==> src/logic/cp_glue_pkg.sv <==
/*
  Shared types and constants for the coprocessor exception busy latch glue.
  Assumes one clock (mclk) and one active-high asynchronous reset.
*/
package cp_glue_pkg;

  // ----------------------------------------------------------------
  // io port decode
  // ----------------------------------------------------------------
  localparam logic [15:0] CLEAR_PORT_ADDR = 16'h00F0; // handler clear port

  // ----------------------------------------------------------------
  // reset values
  // ----------------------------------------------------------------
  localparam logic        LATCH_RESET     = 1'h0;     // latch empty
  localparam logic        SYNC_RESET_HIGH = 1'h1;     // idle level, low-true

  // ----------------------------------------------------------------
  // state encoding, one-hot
  // ----------------------------------------------------------------
  typedef enum logic [2:0] {
    ST_IDLE    = 3'h1,  // no pending exception
    ST_WAITCP  = 3'h2,  // error seen, coprocessor still busy
    ST_REQ     = 3'h4   // coprocessor idle, operand request re-driven
  } glue_state_e;

  // coprocessor pin bundle, all active low except request
  typedef struct packed {
    logic busyN;        // coprocessor busy, low true
    logic errorN;       // coprocessor error, low true
    logic operandReq;   // operand_transfer_request from coprocessor
  } cp_pins_s;

  // host side outputs
  typedef struct packed {
    logic hostBusyN;       // busy into host, low true
    logic hostOperandReq;  // operand request into host
    logic numericIrqLine;  // interrupt request line 13
    logic hostErrorN;      // host error input, held inactive
    logic statusEnableIn;  // coprocessor select, held high
  } host_pins_s;

  // host io write strobe
  typedef struct packed {
    logic        ioWrite;  // one-cycle io write pulse
    logic [15:0] ioAddr;   // io port address
  } io_wr_s;

endpackage : cp_glue_pkg

==> src/logic/pin_sync.sv <==
/*
  Two-flop synchroniser bank for the coprocessor pins.
  Assumes pins are asynchronous to mclk; idle level is set by parameter.
*/
`timescale 1ns/1ps
`default_nettype none
module pin_sync #(
  parameter int         W    = 3,          // number of pins
  parameter logic [2:0] INIT = 3'h7        // reset level of each pin
) (
  input  wire logic         mclk,          // system clock
  input  wire logic         rst,           // async reset, high
  input  wire logic [W-1:0] pinIn,         // raw pins
  output var  logic [W-1:0] pinSync        // synchronised pins
);
  import cp_glue_pkg::*;

  // ----------------------------------------------------------------
  // state
  // ----------------------------------------------------------------
  typedef struct packed {
    logic [W-1:0] meta;  // first stage, read only by second
    logic [W-1:0] sync;  // second stage
  } sync_s;

  sync_s sync_r;   // registered state
  sync_s sync_nxt; // next state

  // shift pins through both stages
  always_comb begin
    sync_nxt      = sync_r;
    sync_nxt.meta = pinIn;
    sync_nxt.sync = sync_r.meta;
  end

  // register with constant reset
  always_ff @(posedge mclk or posedge rst) begin
    if (rst) begin
      sync_r <= {INIT[W-1:0], INIT[W-1:0]};
    end else begin
      sync_r <= sync_nxt;
    end
  end

  assign pinSync = sync_r.sync;

endmodule // pin_sync
`default_nettype wire

==> src/logic/coprocessor_exception_busy_latch.sv <==
/*
  Compatible exception glue between a host processor and its numeric
  coprocessor: error raises an interrupt, a latch extends busy and the
  operand request is re-driven until the handler writes the clear port.
  Assumes coprocessor pins are asynchronous, host io strobes on mclk, and
  one shared reset for host, coprocessor and this block.
*/
//
// Summary of operation
// - coprocessor drops request on exception
// - coprocessor ignores dummy transfer cycles
// - standard connection uses dedicated error line; this glue holds hostErrorN high and raises numericIrqLine instead
// - legacy interrupt opcodes act as no-ops
//
`timescale 1ns/1ps
`default_nettype none
module coprocessor_exception_busy_latch (
  input  wire logic                    mclk,     // system clock
  input  wire logic                    rst,      // shared reset, high
  input  wire cp_glue_pkg::cp_pins_s   cpPins,   // raw coprocessor pins
  input  wire cp_glue_pkg::io_wr_s     ioWr,     // host io write
  output var  cp_glue_pkg::host_pins_s hostPins  // signals to host side
);
  import cp_glue_pkg::*;

  // ----------------------------------------------------------------
  // pin synchronisation
  // ----------------------------------------------------------------
  logic [2:0] pinsSync;   // busyN, errorN, operandReq
  logic       cpBusyN;    // synchronised busy, low true
  logic       cpErrorN;   // synchronised error, low true
  logic       cpReq;      // synchronised operand request

  pin_sync #(
    .W    (3),
    .INIT (3'h6)
  ) u_pin_sync (
    .mclk    (mclk),
    .rst     (rst),
    .pinIn   ({cpPins.busyN, cpPins.errorN, cpPins.operandReq}),
    .pinSync (pinsSync)
  );

  assign cpBusyN  = pinsSync[2];
  assign cpErrorN = pinsSync[1];
  assign cpReq    = pinsSync[0];

  // ----------------------------------------------------------------
  // decode helpers
  // ----------------------------------------------------------------
  // true for an io write to the handler clear port; every other io
  // cycle, dummy operand transfers included, passes unseen
  function automatic logic is_clear_write(input io_wr_s w);
    return w.ioWrite && (w.ioAddr == CLEAR_PORT_ADDR);
  endfunction

  logic clearHit;  // handler clear this cycle
  assign clearHit = is_clear_write(ioWr);

  // ----------------------------------------------------------------
  // state
  // ----------------------------------------------------------------
  typedef struct packed {
    glue_state_e state;     // exception sequence
    logic        errPrevN;  // last error level, edge detect
    logic        busyLatch; // captured busy on error edge
    logic        hostBusyN; // registered busy to host
    logic        hostReq;   // registered request to host
    logic        irq;       // registered interrupt line
  } glue_s;

  glue_s st_r;   // registered state
  glue_s st_nxt; // next state

  // edge detect runs on the synchronised level; errPrevN resets to the
  // idle (high) level so a quiet pin gives no false edge after reset
  logic errFall;  // error assertion edge
  assign errFall = st_r.errPrevN && !cpErrorN;

  // next-state logic
  always_comb begin
    // hold everything; no opcode reaches this block, so legacy
    // interrupt opcodes cannot move it
    st_nxt          = st_r;
    st_nxt.errPrevN = cpErrorN;
    // latch busy on the error edge; set beats a same-cycle clear
    if (errFall) begin
      st_nxt.busyLatch = !cpBusyN;
    end else if (clearHit) begin
      st_nxt.busyLatch = 1'h0;
    end
    // sequence for request re-drive
    case (st_r.state)
      ST_IDLE: begin
        if (errFall) begin
          st_nxt.state = ST_WAITCP;
        end
      end
      ST_WAITCP: begin
        if (clearHit) begin
          st_nxt.state = ST_IDLE;
        end else if (cpBusyN) begin
          st_nxt.state = ST_REQ;
        end
      end
      ST_REQ: begin
        if (clearHit) begin
          st_nxt.state = ST_IDLE;
        end
      end
      default: begin
        st_nxt.state = ST_IDLE;
      end
    endcase
    // busy to host: coprocessor busy, latch or any state other than ST_IDLE, active low
    st_nxt.hostBusyN = !((!cpBusyN) || st_nxt.busyLatch ||
                         (st_nxt.state != ST_IDLE));
    // request to host: own request, which the coprocessor drops on a
    // fault, or the re-drive after busy drops
    st_nxt.hostReq = cpReq || (st_nxt.state == ST_REQ);
    // interrupt follows the error pin, active high
    st_nxt.irq = !cpErrorN;
  end

  // register with constant reset
  always_ff @(posedge mclk or posedge rst) begin
    if (rst) begin
      st_r.state     <= ST_IDLE;
      st_r.errPrevN  <= SYNC_RESET_HIGH;
      st_r.busyLatch <= LATCH_RESET;
      st_r.hostBusyN <= SYNC_RESET_HIGH;
      st_r.hostReq   <= 1'h0;
      st_r.irq       <= 1'h0;
    end else begin
      st_r <= st_nxt;
    end
  end

  // ----------------------------------------------------------------
  // outputs
  // ----------------------------------------------------------------
  always_comb begin
    hostPins.hostBusyN      = st_r.hostBusyN;
    hostPins.hostOperandReq = st_r.hostReq;
    hostPins.numericIrqLine = st_r.irq;
    // the dedicated error line stays unused, errors go out as an
    // interrupt instead
    hostPins.hostErrorN     = 1'h1;
    hostPins.statusEnableIn = 1'h1;
  end

  // ----------------------------------------------------------------
  // checks
  // ----------------------------------------------------------------
  // all checks run on mclk and sleep while reset is high
  chk_err_to_irq: assert property (@(posedge mclk)
    disable iff (rst)
    $fell(cpErrorN) |=> hostPins.numericIrqLine)
    else $error("irq did not follow error");

  chk_irq_release: assert property (@(posedge mclk)
    disable iff (rst)
    $rose(cpErrorN) |=> !hostPins.numericIrqLine)
    else $error("irq stayed after error released");

  chk_busy_latch_set: assert property (@(posedge mclk)
    disable iff (rst)
    (errFall && !cpBusyN) |=> st_r.busyLatch)
    else $error("busy not latched on error edge");

  chk_set_wins: assert property (@(posedge mclk)
    disable iff (rst)
    (errFall && clearHit && !cpBusyN) |=> st_r.busyLatch)
    else $error("clear beat a same-cycle error edge");

  chk_busy_follow: assert property (@(posedge mclk)
    disable iff (rst)
    !cpBusyN |=> !hostPins.hostBusyN)
    else $error("host busy missed coprocessor busy");

  chk_busy_extend: assert property (@(posedge mclk)
    disable iff (rst)
    st_r.busyLatch |-> !hostPins.hostBusyN)
    else $error("host busy released with latch set");

  chk_busy_holds: assert property (@(posedge mclk)
    disable iff (rst)
    (st_r.state == ST_REQ && !clearHit) |=> !hostPins.hostBusyN)
    else $error("host busy dropped before clear");

  chk_clear_port: assert property (@(posedge mclk)
    disable iff (rst)
    (clearHit && !errFall) |=> (!st_r.busyLatch && st_r.state == ST_IDLE))
    else $error("clear port write did not clear");

  chk_clear_release: assert property (@(posedge mclk)
    disable iff (rst)
    (clearHit && !errFall && cpBusyN) |=> hostPins.hostBusyN)
    else $error("host busy held after clear");

  chk_req_after_busy: assert property (@(posedge mclk)
    disable iff (rst)
    (st_r.state == ST_WAITCP && cpBusyN && !clearHit) |=>
      hostPins.hostOperandReq)
    else $error("request not re-driven after busy");

  chk_no_early_req: assert property (@(posedge mclk)
    disable iff (rst)
    (st_r.state == ST_WAITCP && !cpBusyN && !cpReq) |=>
      !hostPins.hostOperandReq)
    else $error("request re-driven while busy");

  chk_req_follow: assert property (@(posedge mclk)
    disable iff (rst)
    (st_r.state == ST_IDLE && !errFall && cpReq) |=> hostPins.hostOperandReq)
    else $error("request not passed to host");

  chk_tied_pins: assert property (@(posedge mclk)
    disable iff (rst)
    hostPins.hostErrorN && hostPins.statusEnableIn)
    else $error("tied pins not held high");

endmodule // coprocessor_exception_busy_latch
`default_nettype wire

==> config.mk <==
export PLATFORM = sky130hd
export DESIGN_NAME = coprocessor_exception_busy_latch
export DESIGN_NICKNAME = d
export VERILOG_FILES = /design/src/logic/cp_glue_pkg.sv /design/src/logic/pin_sync.sv /design/src/logic/coprocessor_exception_busy_latch.sv
export SDC_FILE = /design/constraint.sdc
export NUM_CORES = 1
export LEC_CHECK = 0
export ABC_AREA = 1
export BUFFER_PORTS_ARGS = -buffer_cell sky130_fd_sc_hd__buf_2
export CORE_UTILIZATION = 45
export CTS_BUF_LIST = sky130_fd_sc_hd__clkbuf_2 sky130_fd_sc_hd__clkbuf_4 sky130_fd_sc_hd__clkbuf_8
export CTS_CLUSTER_DIAMETER = 40
export DETAILED_ROUTE_END_ITERATION = 6
export GPL_ROUTABILITY_DRIVEN = 0
export GPL_TIMING_DRIVEN = 1
export PLACE_DENSITY_LB_ADDON = 0.12
export SYNTH_ARGS = -nofsm -noshare
export SYNTH_HDL_FRONTEND = slang
export SYNTH_SLANG_ARGS = --single-unit
==> constraint.sdc <==
create_clock -name mclk -period 1.45 [get_ports mclk]
set_clock_uncertainty 0.2 [all_clocks]
set_input_delay 0.145 -clock mclk [delete_from_list [all_inputs] [get_ports mclk]]
set_output_delay 0.145 -clock mclk [all_outputs]
set_load 0.05 [all_outputs]
==> results.py <==
metrics = {
    "yosys": {
        "synth_xor_area_share_pct": 0,
        "syn_avg_cell_area_um2": 8.92,
        "synth-seq-area-share_pct": 59.2,
        "ys.warnings.count": 0,
        "synthCells": 68,
        "synth_compound_area_share_pct": 0.825,
        "synth_seq_cells": 14,
        "synthAdderAreaFrac_pct": 0,
        "synthMuxAreaShare_pct": 0,
        "synth_cell_types": 15,
        "synth_area_um2": 607,
        "synth_top_family_by_area": "simple AND/OR/NAND/NOR gates",
        "yosys.area_share.simple_pct": 25.2,
    },
    "cts": {
        "cts_tree": "done",
        "clock_latency_ns": 0.28,
        "clk_pin_slew_ns": 0.08,
        "cts_buffer_depth": 2,
        "post-cts-setup-buffers": 0,
        "cts_made_buffers": 3,
        "cts_sinks": 14,
        "h-tree-depth": 1,
        "cts-root-buf": "clkbuf_4",
    },
    "cells_and_area": {
        "final_common_cell": "buf_2",
        "most-common-layout-cells": "buf_2, nand2_1, inv_1",
        "antenna_cells": 0,
        "final_area_um2": 797,
        "fillers": 109,
        "layout.nets": 119,
        "stdcell_count": 110,
        "syn_to_final_growth_pct": 31.3,
        "layout-drive-gt1-share_pct": 41.7,
    },
    "setup_path": {
        "crit_family": "flip-flops",
        "crit_arrival_ns": 1.04,
        "critPathMaxStageDelay_ns": 0.52,
        "crit_type": "flop to output pin",
        "crit_fanout": 1,
        "timing.rr.start": "st_r[5]$_DFF_PP1_",
        "crit_start": "hostPins[4]$_DFF_PP1_",
        "cp_cell_sequence": "buf_2",
        "slowest_stage": "dfstp_2",
        "cp.buffers_inverters": 1,
        "cp-start-kind": "flop",
        "cp_data_required_time_ns": 1.11,
        "endpoint_kind": "output pin",
    },
    "pwr": {
        "p_clk_share_pct": 32.7,
        "power.density_nw_per_um2": 1050,
        "swShare_pct": 25.0,
        "p_switching_uw": 210,
        "vdd_drop_max_mv": 0.707,
        "pwr-share-comb_pct": 15.1,
        "power.internal_uw": 627,
        "p_seq_share_pct": 52.2,
        "p_leak_uw": 0.000429,
    },
    "timing": {
        "fmax_mhz": 720,
        "slew_headroom_pct": 65.6,
        "hold_viol": 0,
        "fin_crit_sh_pct": 95.8,
        "finalCriticalPeriod_ns": 1.39,
        "setup_viol": 0,
        "tns_ns": 0,
        "slew_viol_final": 0,
        "tightestPinTransition_ns": 0.515,
    },
    "routing": {
        "drt_first_pass_iters": 3,
        "ant_nets": 0,
        "avgRoutedWirePerCell_um": 8.93,
        "finalWirelength_um": 982,
        "num_vias": 463,
        "first_iter_violations": 7,
        "drc": 0,
        "vias_per_cell": 4.21,
    },
    "floorplan": {
        "initial_core_util_pct": 51.2,
        "core_um2": 1190,
        "dieArea_um2": 1500,
        "die_h_um": 38.7,
        "fp.dieW_um": 38.7,
        "io-pin-count": 27,
        "num_rows": 12,
    },
    "global_route": {
        "antenna_found_initial": 0,
        "grt_start_max_net_pins": 15,
        "overflow": 0,
        "grt_pass1_vias": 469,
        "grt_pass1_wl_um": 1720,
        "track_usage_pct": 17.9,
    },
    "min_path": {
        "hp-class": "input port to flop",
        "hold_start": "ioWr[4]",
    },
    "placement": {
        "placed_cells": 102,
        "port_buffers": 24,
        "hpwl_um": 736,
        "dpl-instance-area_um2": 711,
    },
    "status": {
        "status": "finished clean",
    },
    "run": {
        "cap_violations": 0,
    },
}
timing repair:
item                                    CTS  global route
hold buffers                              4             0
gates resized for setup                   0             3
endpoints found under the hold margin    10             0
endpoints found under the setup margin    0             2
final timing paths:
kind,endpoint,slack (ns),cells past startpoint
setup reg to reg,hostPins[3]$_DFF_PP0_,0.08,6
hold / removal,st_r[6]$_DFF_PP0_,0.07,6
max in group asynchronous,u_pin_sync.sync_nxt[2]$_DFF_PP1_,0.45,3
hold reg to reg,u_pin_sync.pinSync[2]$_DFF_PP1_,0.16,0
min in group asynchronous,hostPins[2]$_DFF_PP0_,0.24,3
setup / recovery,hostPins[4],0.06,1
flip-flops by register name, indices dropped and copies added (netlist names):
name and cells:
hostPins 3, u_pin_sync.sync_nxt 3, u_pin_sync.pinSync 3, st_r 5
cells by family after synthesis:
| logic type | Yosys count |
|---|---|
| flops | 14 |
| simple gates | 34 |
| other cells | 1 |
| buf+inv | 18 |
| compound gates | 1 |
cells in the mapped netlist (all sizes together):
master	instances	area share, %
and2	2	2.1
conb	1	0.62
dfstp	7	30
nand3	4	4.1
dfrtp	7	29
nor2	12	7.8
nand4	1	1.0
inv	13	8.0
or2	2	2.1
o21ai	1	0.82
nand2	13	8.0
buf	5	6.2
power groups by stage:
stage	clock, uW	combinational, uW	sequential (uW)
2_1_floorplan	0	89.7	440
3_3_place_gp	0	113	442
4_1_cts	286	125	437
5_1_grt	303	142	441
3_5_place_dp	0	116	444
6_report	274	126	437
layer usage:
| layer | up-vias | part of all wire [%] | global-route usage, % |
|---|---|---|---|
| met4 | 0 | 0 | 2.59 |
| met2 | 12 | 52 | 32.5 |
| met3 | 0 | 6.0 | 10.4 |
| met5 | - | 0 | 0 |
| met1 | 204 | 42 | 17.5 |
| li1 | 247 | - | - |
stage by stage:
stage / power [uW] / hold slack, ns / utilization, % / setup WS [ns]
after global placement: 555 / -0.0172 / 59.9 / 0.0615
after detailed placement: 560 / -0.00983 / 59.9 / 0.0629
after CTS: 847 / 0.0725 / 66.4 / 0.0428
final: 837 / 0.0744 / 67.2 / 0.0608
after global routing: 886 / 0.103 / 67.2 / -0.000839
after floorplan: 530 / -0.171 / - / 0.136
cell type report:
class | instances | area [um^2] | area share (%)
inverter | 13 | 48.8 | 6.12
multi-input combinational | 37 | 175 | 22.0
tap | 14 | 17.5 | 2.20
clock buffer | 4 | 36.3 | 4.55
sequential | 14 | 359 | 45.1
timing repair buffer | 28 | 160 | 20.1
No activity file was read; power rests on OpenSTA's default activity.
